File: config.mk
export PLATFORM = sky130hd
export DESIGN_NAME = iccr_regs
export DESIGN_NICKNAME = d
export VERILOG_FILES = /design/src/rtl/iccr_pkg.sv /design/src/rtl/iccr_raw_store.sv /design/src/rtl/iccr_regs.sv
export SDC_FILE = /design/constraint.sdc
export NUM_CORES = 1
export LEC_CHECK = 0
export ABC_AREA = 0
export BUFFER_PORTS_ARGS = -buffer_cell sky130_fd_sc_hd__buf_4
export CORE_MARGIN = 2
export CORE_UTILIZATION = 25
export CTS_BUF_LIST = sky130_fd_sc_hd__clkbuf_4 sky130_fd_sc_hd__clkbuf_8 sky130_fd_sc_hd__clkbuf_16
export DETAILED_ROUTE_END_ITERATION = 12
export PLACE_DENSITY_LB_ADDON = 0.05
export SLEW_MARGIN = 20
export SYNTH_ARGS = -nofsm -noshare
export SYNTH_HDL_FRONTEND = slang
export SYNTH_SLANG_ARGS = --single-unit
File: constraint.sdc
create_clock -name clock -period 9.4 [get_ports clock]
set_input_delay 0.47 -clock clock [delete_from_list [all_inputs] [get_ports clock]]
set_output_delay 0.47 -clock clock [all_outputs]
set_load 0.02 [all_outputs]
File: src/rtl/iccr_pkg.sv
// iccr_pkg: constants and types for the channel configuration registers
// assumes an 8-bit address / 8-bit data register port from the serial engine
package iccr_pkg;

  // ==========================================================================
  // register offsets
  localparam logic [7:0] ICCR_OFF_CH2_SETUP    = 8'h24;
  localparam logic [7:0] ICCR_OFF_CH0_TRACK    = 8'h25;
  localparam logic [7:0] ICCR_OFF_CH3_SETUP    = 8'h26;
  localparam logic [7:0] ICCR_OFF_CH12_TRACK   = 8'h28;
  localparam logic [7:0] ICCR_OFF_CH3_TRACK    = 8'h2B;
  localparam logic [7:0] ICCR_OFF_RAW0_LOW     = 8'h59;
  localparam logic [7:0] ICCR_OFF_RAW0_MID     = 8'h5A;
  localparam logic [7:0] ICCR_OFF_RAW0_HIGH    = 8'h5B;

  // ==========================================================================
  // reset values
  localparam logic [7:0] ICCR_RST_SETUP        = 8'h04;
  localparam logic [7:0] ICCR_RST_CH0_TRACK    = 8'hDA;
  localparam logic [7:0] ICCR_RST_CH12_TRACK   = 8'h50;
  localparam logic [7:0] ICCR_RST_CH3_TRACK    = 8'h01;
  localparam logic [7:0] ICCR_RST_RAW          = 8'h00;

  // ==========================================================================
  // field positions
  localparam int ICCR_SETUP_LOSS_BIT  = 7;
  localparam int ICCR_SETUP_FREQ_LSB  = 5;
  localparam int ICCR_SETUP_CYC_LSB   = 0;
  localparam int ICCR_TRK0_LSB        = 1;
  localparam int ICCR_TRK1_LSB        = 4;
  localparam int ICCR_TRK2_LSB        = 6;
  localparam int ICCR_TRK3_LSB        = 0;

  // ==========================================================================
  // frequency band codes
  typedef enum logic [1:0] {
    ICCR_BAND_LOW  = 2'h0,
    ICCR_BAND_MID  = 2'h1,
    ICCR_BAND_HIGH = 2'h2,
    ICCR_BAND_RSVD = 2'h3
  } iccr_band_t;

  // per-channel sensor setup as seen by the analog front end
  typedef struct packed {
    logic       loss_range_sel;  // 1: high loss range
    iccr_band_t freq_band;       // oscillation band
    logic [4:0] cycle_count;     // sensor cycle count
  } iccr_setup_t;

  // register port request
  typedef struct packed {
    logic       wr;              // write strobe
    logic       rd;              // read strobe
    logic [7:0] addr;            // register offset
    logic [7:0] wdata;           // write data
  } iccr_req_t;

endpackage

File: src/rtl/iccr_raw_store.sv
// iccr_raw_store: holds the 24-bit channel 0 raw measurement
// assumes the converter pulses load with a new sample
`timescale 1ns/1ps
module iccr_raw_store #(
  parameter int WIDTH = 24
) (
  input  wire logic             clock,
  input  wire logic             rst,
  input  wire logic             load,      // new sample strobe
  input  wire logic [WIDTH-1:0] sample,    // new sample value
  input  wire logic [1:0]       sel,       // byte select 0..2
  output logic      [7:0]       byte_q     // registered selected byte
);

  // ==========================================================================
  // storage
  logic [WIDTH-1:0] value_q;  // latest raw measurement

  // capture sample
  always_ff @(posedge clock or posedge rst) begin
    if (rst) begin
      value_q <= '0;
    end else if (load) begin
      value_q <= sample;
    end
  end

  // registered byte read
  always_ff @(posedge clock or posedge rst) begin
    if (rst) begin
      byte_q <= iccr_pkg::ICCR_RST_RAW;
    end else begin
      case (sel)
        2'h0:    byte_q <= value_q[7:0];
        2'h1:    byte_q <= value_q[15:8];
        2'h2:    byte_q <= value_q[23:16];
        default: byte_q <= 8'h00;
      endcase
    end
  end

endmodule

File: src/rtl/iccr_regs.sv
// iccr_regs: channel 2/3 setup, tracking factors, channel 0 raw bytes
// assumes a serial engine presents byte reads/writes as one-cycle strobes
`timescale 1ns/1ps
module iccr_regs #(
  parameter int RAW_WIDTH = 24
) (
  input  wire logic                  clock,
  input  wire logic                  rst,
  input  wire iccr_pkg::iccr_req_t   req,
  output iccr_pkg::iccr_setup_t      ch2_setup_q,
  output iccr_pkg::iccr_setup_t      ch3_setup_q,
  output logic [1:0]                 ch0_track_factor_q,
  output logic [1:0]                 ch1_track_factor_q,
  output logic [1:0]                 ch2_track_factor_q,
  output logic [1:0]                 ch3_track_factor_q,
  input  wire logic                  raw_load,
  input  wire logic [RAW_WIDTH-1:0]  ch0_raw_measurement,
  output logic [7:0]                 rdata_q,
  output logic                       rvalid_q
);

  // ==========================================================================
  // register map and read timing
  //   24h  channel 2 setup    loss[7] band[6:5] cycles[4:0], reset 04h
  //   25h  channel 0 factor   reserved[7:3] factor[2:1] reserved[0], DAh
  //   26h  channel 3 setup    same layout as 24h, reset 04h
  //   28h  channel 2/1 factor ch2[7:6] ch1[5:4] reserved[3:0], reset 50h
  //   2Bh  channel 3 factor   reserved[7:2] factor[1:0], reset 01h
  //   59h  raw bits 7:0       read only, reset 00h
  //   5Ah  raw bits 15:8      read only, reset 00h
  //   5Bh  raw bits 23:16     read only, reset 00h
  // a read is taken on the edge that sees req.rd; rvalid_q is high for the
  // next cycle and rdata_q carries the byte from the edge after that on
  // reserved bits are plain storage, so a host that writes back what it
  // read leaves them untouched
  // band code 3 is stored as written; keeping it out is the host's job

  // ==========================================================================
  // register storage, one byte per writable offset
  logic [7:0] ch2_cfg_q;       // channel2_sensor_setup image
  logic [7:0] ch0_trk_q;       // channel0_tracking_factor image
  logic [7:0] ch3_cfg_q;       // channel3_sensor_setup image
  logic [7:0] ch12_trk_q;      // channel1_2_tracking_factors image
  logic [7:0] ch3_trk_q;       // channel3_tracking_factor image
  logic [7:0] raw_byte;        // registered raw byte from store
  logic       rd_raw_q;        // last read hit a raw byte
  logic [7:0] rd_reg_q;        // captured register read data

  // ==========================================================================
  // address decode
  // one compare per offset: the map is sparse, a range decode buys nothing
  function automatic logic hit(input logic [7:0] a, input logic [7:0] off);
    hit = (a == off);
  endfunction

  // offset hits, shared by the write enables and the read mux
  wire logic hit_ch2   = hit(req.addr, iccr_pkg::ICCR_OFF_CH2_SETUP);
  wire logic hit_trk0  = hit(req.addr, iccr_pkg::ICCR_OFF_CH0_TRACK);
  wire logic hit_ch3   = hit(req.addr, iccr_pkg::ICCR_OFF_CH3_SETUP);
  wire logic hit_trk12 = hit(req.addr, iccr_pkg::ICCR_OFF_CH12_TRACK);
  wire logic hit_trk3  = hit(req.addr, iccr_pkg::ICCR_OFF_CH3_TRACK);

  // write enables; a strobe to any other offset changes nothing
  wire logic we_ch2   = req.wr && hit_ch2;
  wire logic we_trk0  = req.wr && hit_trk0;
  wire logic we_ch3   = req.wr && hit_ch3;
  wire logic we_trk12 = req.wr && hit_trk12;
  wire logic we_trk3  = req.wr && hit_trk3;

  // raw bytes are read only; writes there are ignored
  wire logic hit_raw0 = hit(req.addr, iccr_pkg::ICCR_OFF_RAW0_LOW);
  wire logic hit_raw1 = hit(req.addr, iccr_pkg::ICCR_OFF_RAW0_MID);
  wire logic hit_raw2 = hit(req.addr, iccr_pkg::ICCR_OFF_RAW0_HIGH);
  wire logic hit_raw  = hit_raw0 || hit_raw1 || hit_raw2;
  // byte select for the store; a non-raw offset parks it on byte 0
  wire logic [1:0] raw_sel = hit_raw1 ? 2'h1 : (hit_raw2 ? 2'h2 : 2'h0);

  // read mux for the writable registers; unmapped offsets read as 00h
  // a priority chain is safe because at most one hit is high
  wire logic [7:0] reg_mux = hit_ch2   ? ch2_cfg_q  :
                             hit_trk0  ? ch0_trk_q  :
                             hit_ch3   ? ch3_cfg_q  :
                             hit_trk12 ? ch12_trk_q :
                             hit_trk3  ? ch3_trk_q  :
                             8'h00;

  // field slices of the stored bytes, factors as plain binary 0..3
  wire logic [1:0] fac0 = ch0_trk_q[iccr_pkg::ICCR_TRK0_LSB +: 2];
  wire logic [1:0] fac1 = ch12_trk_q[iccr_pkg::ICCR_TRK1_LSB +: 2];
  wire logic [1:0] fac2 = ch12_trk_q[iccr_pkg::ICCR_TRK2_LSB +: 2];
  wire logic [1:0] fac3 = ch3_trk_q[iccr_pkg::ICCR_TRK3_LSB +: 2];

  // ==========================================================================
  // setup registers, all eight bits writable
  // each byte has its own enable, so back-to-back writes never collide
  always_ff @(posedge clock or posedge rst) begin
    if (rst) begin
      // power-on setup bytes
      ch2_cfg_q <= iccr_pkg::ICCR_RST_SETUP;
      ch3_cfg_q <= iccr_pkg::ICCR_RST_SETUP;
    end else begin
      // channel 2 setup write
      if (we_ch2) begin
        ch2_cfg_q <= req.wdata;
      end
      // channel 3 setup write
      if (we_ch3) begin
        ch3_cfg_q <= req.wdata;
      end
    end
  end

  // tracking factor registers, reserved bits kept as read/write
  // the whole byte is stored so reserved fields read back as written
  always_ff @(posedge clock or posedge rst) begin
    if (rst) begin
      // power-on factor bytes
      ch0_trk_q  <= iccr_pkg::ICCR_RST_CH0_TRACK;
      ch12_trk_q <= iccr_pkg::ICCR_RST_CH12_TRACK;
      ch3_trk_q  <= iccr_pkg::ICCR_RST_CH3_TRACK;
    end else begin
      // channel 0 factor byte
      if (we_trk0) begin
        ch0_trk_q <= req.wdata;
      end
      // channel 1/2 factor byte
      if (we_trk12) begin
        ch12_trk_q <= req.wdata;
      end
      // channel 3 factor byte
      if (we_trk3) begin
        ch3_trk_q <= req.wdata;
      end
    end
  end

  // ==========================================================================
  // field outputs to the front end and button algorithm
  // registered once more so every output comes straight from a flop; the
  // fields therefore follow a write one edge after the register does
  always_ff @(posedge clock or posedge rst) begin
    if (rst) begin
      // reset images match the register reset bytes
      ch2_setup_q        <= iccr_pkg::iccr_setup_t'(iccr_pkg::ICCR_RST_SETUP);
      ch3_setup_q        <= iccr_pkg::iccr_setup_t'(iccr_pkg::ICCR_RST_SETUP);
      ch0_track_factor_q <= iccr_pkg::ICCR_RST_CH0_TRACK[2:1];
      ch1_track_factor_q <= iccr_pkg::ICCR_RST_CH12_TRACK[5:4];
      ch2_track_factor_q <= iccr_pkg::ICCR_RST_CH12_TRACK[7:6];
      ch3_track_factor_q <= iccr_pkg::ICCR_RST_CH3_TRACK[1:0];
    end else begin
      // layout matches the struct: loss, band, cycles
      ch2_setup_q <= iccr_pkg::iccr_setup_t'(ch2_cfg_q);
      ch3_setup_q <= iccr_pkg::iccr_setup_t'(ch3_cfg_q);
      // factors passed as unsigned binary 0..3
      ch0_track_factor_q <= fac0;
      ch1_track_factor_q <= fac1;
      ch2_track_factor_q <= fac2;
      ch3_track_factor_q <= fac3;
    end
  end

  // ==========================================================================
  // raw measurement bytes, registered inside the store
  // the store registers the selected byte, which lines up with the
  // capture stage below: both hold the state seen at the read's edge
  // a load during a read may tear the bytes; there is no snapshot lock
  iccr_raw_store #(
    .WIDTH (RAW_WIDTH)
  ) u_raw (
    .clock  (clock),
    .rst    (rst),
    .load   (raw_load),
    .sample (ch0_raw_measurement),
    .sel    (raw_sel),
    .byte_q (raw_byte)
  );

  // ==========================================================================
  // read path
  // capture stage: mux output taken every edge, the flags mark the edge
  // on which req.rd was seen and whether it hit a raw byte
  always_ff @(posedge clock or posedge rst) begin
    if (rst) begin
      // idle: no read pending
      rd_reg_q <= 8'h00;
      rd_raw_q <= 1'b0;
      rvalid_q <= 1'b0;
    end else begin
      rd_reg_q <= reg_mux;
      rd_raw_q <= req.rd && hit_raw;
      rvalid_q <= req.rd;
    end
  end

  // read data output, one cycle after capture
  // holds until the next read completes, so a slow host can still fetch it
  always_ff @(posedge clock or posedge rst) begin
    if (rst) begin
      // reads before the first access return 00h
      rdata_q <= 8'h00;
    end else if (rvalid_q) begin
      // raw offsets take the store byte, others the captured mux value
      rdata_q <= rd_raw_q ? raw_byte : rd_reg_q;
    end
  end

endmodule

Yosys cells after proc, flatten, opt, wreduce, memory -nomap -nowiden

Index checks and enable logic that the tools add are counted.

Equal/unequal tests: 10
Multiplexer cells: 9
Reductions and logical operators: 9

Operators with widths:

| operator             | count |
|---|---|
| $mux W8              | 6 |
| $eq A8 B6 Y1 const B | 5 |
| $eq A8 B7 Y1 const B | 3 |
| $pmux W8 S3          | 1 |
| $logic_and A1 B1 Y1  | 6 |
| $mux W2              | 2 |
| $eq A2 B1 Y1 const B | 1 |
| $eq A2 B2 Y1 const B | 1 |
| $logic_not A2 Y1     | 1 |
| $logic_or A1 B1 Y1   | 2 |

Register bits after elaboration: 114
Bits of input ports: 45
Output and inout port bits: 33
Word-level logic and storage cells: 49

Depth between registers and ports, before layout

Gate-level depths: netlist of the first run.

Depth in word-level cells: 6
Gate-level depth with buffers: 6
Mapped depth without buffers: 4

By module

A second synthesis of the first run with hierarchy kept.

Cells, all modules: 303
Area total of the unflattened synthesis: 4670.7 um^2

Modules (own cells, without submodules):

| module         | times used | cells each | area each (um^2) | seq. area each (um^2) |
|---|---|---|---|---|
| iccr_regs      | 1          | 223        | 3290.7           | 2072.0 |
| iccr_raw_store | 1          | 80         | 1380.1           | 800.8 |

Worst setup path before layout of the first run

OpenSTA, ideal clock, no wires.

Path type: input -> register
Start point: input port req[12] in the netlist's numbering
End point: register rd_reg_q[7]
Library setup time: 78 ps
Data arrival time: 1922 ps
Data required time: 9322 ps
Slack: 7400 ps
Cell stages on the path: 5
Buffers on the path: 1
Path through: or4b_4 -> or4b_1 -> buf_4 -> nor2_8 -> o2bb2ai_1

Cells in the longest elaborated chain, start to end: 6
Elaborated cells between the ends (all ways): 10
Classes of those cells: eq/ne: 5; mux: 5

RTL lines:

| what                   | RTL line         | RTL |
|---|---|---|
| start: declaration     | iccr_regs.sv:9   | `input wire iccr_pkg::iccr_req_t req,` |
| $eq A8 B6 Y1           | iccr_regs.sv:53  | `hit = (a == off);` |
| $mux W8                | iccr_regs.sv:84  | `hit_trk3 ? ch3_trk_q :` |
| $mux W8                | iccr_regs.sv:83  | `hit_trk12 ? ch12_trk_q :` |
| $mux W8                | iccr_regs.sv:82  | `hit_ch3 ? ch3_cfg_q :` |
| $mux W8                | iccr_regs.sv:81  | `hit_trk0 ? ch0_trk_q :` |
| $mux W8 *              | iccr_regs.sv:80  | `wire logic [7:0] reg_mux = hit_ch2 ? ch2_cfg_q :` |
| net reg_mux[7]         | iccr_regs.sv:80  |  |
| end signal: assignment | iccr_regs.sv:189 | `rd_reg_q <= reg_mux;` |
| end: declaration       | iccr_regs.sv:47  | `logic [7:0] rd_reg_q;` |

The timed path passes the listed nets; every way through them passes the cells marked *.
A chain may end at the register's enable or synchronous reset.

Worst setup path after layout of the first run

Start point: input port req[12] in the netlist's numbering
End point: register rd_reg_q[0]

Same word-level chain as after synthesis.

==> metrics.md, run 1 <==
| Metric | Value |
|---|---|
| Outcome | `complete, no violations` |
| HPWL Detailed | `7358 um` |
| Power density cells | `224.2 nW/um^2` |
| WS Path Type | `input pin to flip-flop` |
| Largest stage delay on the critical path | `0.83 ns` |
| Crit start category | `input pin` |
| Setup Total Neg Slack | `0 ns` |
| Final-report hold violation count | `0` |
| Tot Pwr | `1.323 mW` |
| Share of cells above drive strength 1 | `55.78%` |
| Inserted Diodes | `0` |
| DRT Wirelength | `11210 um` |
| Iteration count of the initial detailed-routing pass | `4` |
| Initial Util | `25.68%` |
| Post-synth EDFFs | `0` |
| Area growth from synthesis to layout | `32.39%` |
| CP bufs+invs | `1` |
| Relative slew margins | `37.76%` |
| Largest net degree at the start of global routing | `73` |
| Ys async rst share | `100.0%` |
| Num CTS Buffers | `17` |
| Clock Skew | `0.006733 ns` |
| Final Setup Violations | `0` |
| Kind of end point of the critical path | `flip-flop` |
| CP top delay family | `simple AND/OR/NAND/NOR gates` |
| Worst-path clk slew | `0.05 ns` |
| Seq/Total Area, Yosys | `64.44%` |
| Initial DRC Count | `93` |
| Core area | `17360 sq um` |
| Die Area | `18920 sq um` |
| Clock Path Buffers | `2` |
| Synth top area share | `55.01%` |
| Fillers | `1714` |
| Nets | `421` |
| Yosys top cell by area | `dfrtp_1` |
| Top Ports | `78` |
| Die Ht | `137.5 um` |
| Resize count post-CTS | `0` |
| Final period utilization | `22.99%` |
| Syn Inst Count | `294` |
| Main synth FF type | `dfrtp_1` |
| Final Critical Period | `2.161 ns` |
| Syn Area/Cell | `15.16 sq um` |
| Vias in the first global route | `2924` |
| All-Layer GR Usage | `13.05%` |
| WP data arrival | `2.47 ns` |
| Synth warnings | `0` |
| Die extent in x | `137.5 um` |
| First-pass GRT wire length | `17680 um` |
| Leakage | `2.700 nW` |
| Pins Over Slew Limit | `0` |
| # Max-Cap Violations | `0` |
| Root buffer cell | `clkbuf_16` |
| Gr ovfl total | `0` |
| Worst skew pair latency | `0.42 ns` |
| Cell Area, Synth | `4458 sq um` |
| Slowest-stage cell, CP | `or4b_1` |
| FP Rows | `48` |
| Avg WL per Cell | `18.25 um` |
| RSZ-0062 raised after global routing | `false` |
| Post-CTS setup buffers | `0` |
| Vias/cell | `4.324` |
| Antenna violations before repair | `0` |
| Number of distinct library cells after synthesis | `27` |
| Routed Antenna Nets | `0` |
| Number of synthesized register bits | `114` |
| Maximum VDD drop | `0.1139 mV` |
| Synth area leaders | `dfrtp_1, mux2_2, dfstp_2` |
| Syn nets | `339` |
| Worst Path Required | `9.71 ns` |
| Hold buffer count at cts | `0` |
| Max H-tree Level | `4` |
| Storage cell area | `2873 sq um` |
| Clock tree from TritonCTS | `done` |
| Routability cong. | `0.6931` |
| DRC Markers | `0` |
| Achievable Freq | `0.4628 GHz` |
| Vias | `2655` |
| PortBufs | `77` |
| CP max FO | `9` |
| Clk sinks | `114` |
| Footprint of the multi-input gates | `1519 sq um` |
| HP Class | `input pin to async pin` |
| Worst-Margin Slew | `0.9335 ns` |
| Critical path cell sequence | `buf_4 > or4b_4 > or4b_1 > nor2_8 > o2bb2ai_1` |
-- flip-flops by register name, summed over array words and instances, names as in the netlist --
name / count
u_raw.byte_q: 8
ch3_track_factor_q: 2
u_raw.value_q: 24
ch0_track_factor_q: 2
rdata_q: 8
ch3_cfg_q: 8
rvalid_q: 1
ch3_setup_q: 8
ch2_cfg_q: 8
ch12_trk_q: 8
ch2_setup_q: 8
ch0_trk_q: 8
ch1_track_factor_q: 2
ch3_trk_q: 8
ch2_track_factor_q: 2
rd_reg_q: 8
rd_raw_q: 1
-- worst paths after layout --
check	startpoint	endpoint	slack (ns)	cells past startpoint
min in group clock	req[16]	rvalid_q	0.17	1
worst max-delay path	req[12]	rd_reg_q[0]	7.24	5
worst min register to register	ch3_cfg_q[2]	ch3_setup_q[2]	0.38	0
worst max register to register	rd_raw_q	rdata_q[1]	8.26	2
max in group asynchronous	rst	ch2_setup_q[6]	7.92	3
worst min-delay path	rst	u_raw.value_q[9]	0.13	2
-- final cells by class --
cell class	instances	share of cell area, %
flip-flops and latches	114	48.68
repair buffers	78	9.922
multi-input cells	164	25.74
clock inverters	13	3.116
inverters	1	0.1060
well taps	225	4.770
clock buffers	19	7.674
-- cells in the final DEF, fill, tap and decap left out, types with 2 or more instances in the layout --
cell / instances
dfrtp_1: 98
mux2_2: 80
buf_4: 78
a21oi_1: 24
clkbuf_16: 17
dfstp_2: 16
nor2_1: 10
mux2i_1: 8
a22o_1: 8
a2bb2oi_1: 8
o2bb2ai_1: 8
clkinvlp_4: 6
nand3_2: 5
bufinv_16: 4
nor2b_1: 2
clkinv_2: 2
clkbuf_8: 2
-- layer usage --
metal | wire length [um] | track usage, % | vias up
li1 | - | - | 1235
met1 | 5173 | 17.65 | 1327
met2 | 5089 | 19.26 | 73
met3 | 691 | 3.790 | 20
met4 | 251 | 5.899 | 0
met5 | 0 | 0 | -
-- per-stage QoR --
step	instances	instance area (sq um)	hold slack (ns)	setup slack [ns]	util [%]
floorplan	294	4458	0.3586	5.941	-
global placement	582	5265	0.3727	6.821	30.33
detailed placement	582	5265	0.3700	6.819	30.33
CTS	614	5902	0.1403	7.253	34.00
global route	614	5902	0.1587	7.183	34.00
finish	614	5902	0.1279	7.239	34.00
-- kinds of logic after synthesis --
logic type,share of synthesized area (%)
buf+inv,1.487
simple gates,4.659
flops,64.44
mux,22.00
compound gates,7.410
-- synthesized netlist by cell type, types with 2 or more instances --
cell,number
mux2i_1,8
a21oi_1,24
o2bb2ai_1,8
nor2b_1,2
mux2_2,80
dfrtp_1,98
dfstp_2,16
a22o_1,8
a2bb2oi_1,8
nor2_1,10
clkbuf_1,12
nand3_2,5
-- report_power, final --
group          internal [mW]  switching [mW]
Sequential             0.524          0.0166
Combinational         0.0476          0.0460
Clock                  0.456           0.233
Total                   1.03           0.296
No activity file was read; power rests on OpenSTA's default activity.
==> inputs of run 2 (changes only) <==
==> constraint.sdc (replaced) <==
create_clock -name clock -period 1.87 [get_ports clock]
set_input_delay 0.0935 -clock clock [delete_from_list [all_inputs] [get_ports clock]]
set_output_delay 0.0935 -clock clock [all_outputs]
set_load 0.02 [all_outputs]
==> run 2 against run 1 <==
Effect of this change:
- non-clock buffer count increased by 51
- critical endpoint is now rd_reg_q[4]
- sequential cell count stayed put
- critical path type unchanged
- cell area up 9.0%
- register-to-register slack worse by 7.5 ns
- utilization rose by 3.1 points
- routed wire length fell by 4.2%
- largest power group unchanged
- clock-buffer cell count is the same
- cell count increased by 8.3%
- clock skew is 0.0015 ns lower
==> metrics.md, run 2 (same netlist as run 1, synthesis figures left out) <==
| Metric | Value |
|---|---|
| HPWL Detailed | `7366 um (was 7358 um)` |
| Vias/cell | `4.165 (was 4.324)` |
| All-Layer GR Usage | `12.41% (was 13.05%)` |
| Commonest non-fill, non-tap cell in the layout | `dfrtp_1 (unchanged)` |
| Root buffer cell | `clkbuf_16 (unchanged)` |
| Kind of end point of the critical path | `flip-flop (unchanged)` |
| Iteration count of the initial detailed-routing pass | `4 (unchanged)` |
| Core area | `17360 sq um (unchanged)` |
| Resize count post-CTS | `0 (unchanged)` |
| Leakage | `2.949 nW (was 2.700 nW)` |
| Pins Over Slew Limit | `0 (unchanged)` |
| Final Critical Period | `1.468 ns` |
| Avg WL per Cell | `16.14 um (was 18.25 um)` |
| Clock tree from TritonCTS | `done (unchanged)` |
| Critical path cell sequence | `buf_4 > or4b_4 > or4b_1 > buf_4 > nor2_8 > o2bb2ai_1 (was buf_4 > or4b_4 > or4b_1 > nor2_8 > o2bb2ai_1)` |
| Gr ovfl total | `0 (unchanged)` |
| Maximum VDD drop | `0.6194 mV (was 0.1139 mV)` |
| # Max-Cap Violations | `0 (unchanged)` |
| Fillers | `1689 (was 1714)` |
| Clk sinks | `114 (unchanged)` |
| Comb power frac | `7.9% (was 7.1%)` |
| CP most frequent cell | `buf_4` |
| Int Pwr | `5.362 mW (was 1.027 mW)` |
| Seq pwr share | `39.7% (was 40.8%)` |
| DRC Markers | `0 (unchanged)` |
| CP bufs+invs | `2 (was 1)` |
| Tot Pwr | `6.832 mW (was 1.323 mW)` |
| Antenna violations before repair | `0 (unchanged)` |
| First-pass GRT wire length | `17240 um (was 17680 um)` |
| Worst-path clk slew | `0.05 ns (about the same)` |
| Crit start category | `input pin (unchanged)` |
| WS Path Type | `input pin to flip-flop (unchanged)` |
| Final period utilization | `78.49%` |
| Max H-tree Level | `4 (unchanged)` |
| Initial Util | `25.68% (unchanged)` |
| Setup Total Neg Slack | `0 ns (unchanged)` |
| Largest net degree at the start of global routing | `70 (was 73)` |
| Footprint of the multi-input gates | `1519 sq um (unchanged)` |
| Area growth from synthesis to layout | `44.29% (was 32.39%)` |
| Worst Path Required | `2.19 ns (was 9.71 ns)` |
| Final-report hold violation count | `0 (unchanged)` |
| Num CTS Buffers | `17 (unchanged)` |
| Worst-Margin Slew | `0.5623 ns (was 0.9335 ns)` |
| PortBufs | `77 (unchanged)` |
| Largest stage delay on the critical path | `0.57 ns (was 0.83 ns)` |
| Top Ports | `78 (unchanged)` |
| Die Ht | `137.5 um (unchanged)` |
| Initial DRC Count | `138 (was 93)` |
| Switching share of total power | `21.51% (was 22.36%)` |
| Vias in the first global route | `3016 (was 2924)` |
| Relative slew margins | `62.37% (was 37.76%)` |
| Outcome | `complete, no violations (unchanged)` |
| Nets | `472 (was 421)` |
| Clock Skew | `0.005278 ns (was 0.006733 ns)` |
| DRT Wirelength | `10730 um (was 11210 um)` |
| HP Class | `input pin to flip-flop (was input pin to async pin)` |
| Psw | `1.470 mW (was 0.2959 mW)` |
| Cell count after placement | `599 (was 582)` |
| RSZ-0062 raised after global routing | `false (unchanged)` |
| Share of cells above drive strength 1 | `53.18% (was 55.78%)` |
| Die extent in x | `137.5 um (unchanged)` |
| WP data arrival | `1.79 ns (was 2.47 ns)` |
| Slowest-stage cell, CP | `or4b_4 (was or4b_1)` |
| Clk pwr share | `52.3% (was 52.1%)` |
| Vias | `2770 (was 2655)` |
| Power density cells | `1062 nW/um^2 (was 224.2 nW/um^2)` |
| CP top delay family | `simple AND/OR/NAND/NOR gates (unchanged)` |
| Layout Cells excl Fill | `665 (was 614)` |
| Storage cell area | `2873 sq um (unchanged)` |
| Clock Path Buffers | `2 (unchanged)` |
| Final Setup Violations | `0 (unchanged)` |
| Achievable Freq | `0.6813 GHz` |
| Routed Antenna Nets | `0 (unchanged)` |
| Number of flip-flops in the largest register | `24 (unchanged)` |
| Inserted Diodes | `0 (unchanged)` |
| Reg with most FFs | `u_raw.value_q (unchanged)` |
| Die Area | `18920 sq um (unchanged)` |
| CP max FO | `9 (unchanged)` |
| FP Rows | `48 (unchanged)` |
| Routability cong. | `0.7318 (was 0.6931)` |
| Worst skew pair latency | `0.41 ns (was 0.42 ns)` |
| Most frequent cells in the layout | `dfrtp_1, buf_4, mux2_2 (was dfrtp_1, mux2_2, buf_4)` |
[run 2: cell type report]
cell class,count,share of cell area (%)
timing repair buffer,129,16.96
inverter,1,0.1167
clock buffer,19,7.041
sequential,114,44.66
clock inverter,13,3.229
tap,225,4.377
multi-input combinational,164,23.61
[run 2: worst paths after layout]
kind	startpoint	endpoint	slack, ns	cells past startpoint
setup / recovery	req[12]	rd_reg_q[4]	0.40	6
hold / removal	req[13]	rd_raw_q	0.18	4
setup reg to reg	ch3_cfg_q[4]	rd_reg_q[4]	0.77	3
hold reg to reg	ch12_trk_q[4]	ch1_track_factor_q[0]	0.38	0
max in group asynchronous	rst	ch12_trk_q[6]	1.13	4
min in group asynchronous	rst	ch2_cfg_q[1]	0.34	4
[run 2: per-stage QoR]
step	utilization (%)	area, sq um	hold WS [ns]	setup slack [ns]
after floorplan	-	4462	0.1249	0.2470
after global placement	31.29	5431	0.2282	0.02132
after detailed placement	31.29	5431	0.2213	-0.02632
after CTS	37.06	6432	0.1497	0.4086
after global routing	37.06	6432	0.1785	0.3164
final	37.06	6432	0.1826	0.4023
[run 2: power groups by stage]
stage / combinational [mW] / clock [mW] / sequential (mW)
after floorplan: 0.236 / 0 / 2.77
after global placement: 0.496 / 0 / 2.76
after detailed placement: 0.500 / 0 / 2.76
after CTS: 0.560 / 3.67 / 2.72
after global routing: 0.599 / 3.80 / 2.74
final: 0.543 / 3.58 / 2.71
[run 2: routing by layer]
layer	track usage [%]	routed length [um]
met1	17.07	5241
met2	18.44	4858
met3	4.341	502
met4	3.608	129
met5	0	0
[run 2: timing repair]
item	4_1_cts	5_1_grt
hold endpoints to repair	164	0
setup buffers	0	0
hold buffers	34	0
endpoints found under the setup margin	0	0
[run 2: worst min-delay path, delay by kind of cell]
kind / cells / cell delay (ns)
simple gates: 3 / 0.37
buf+inv: 1 / 0.08
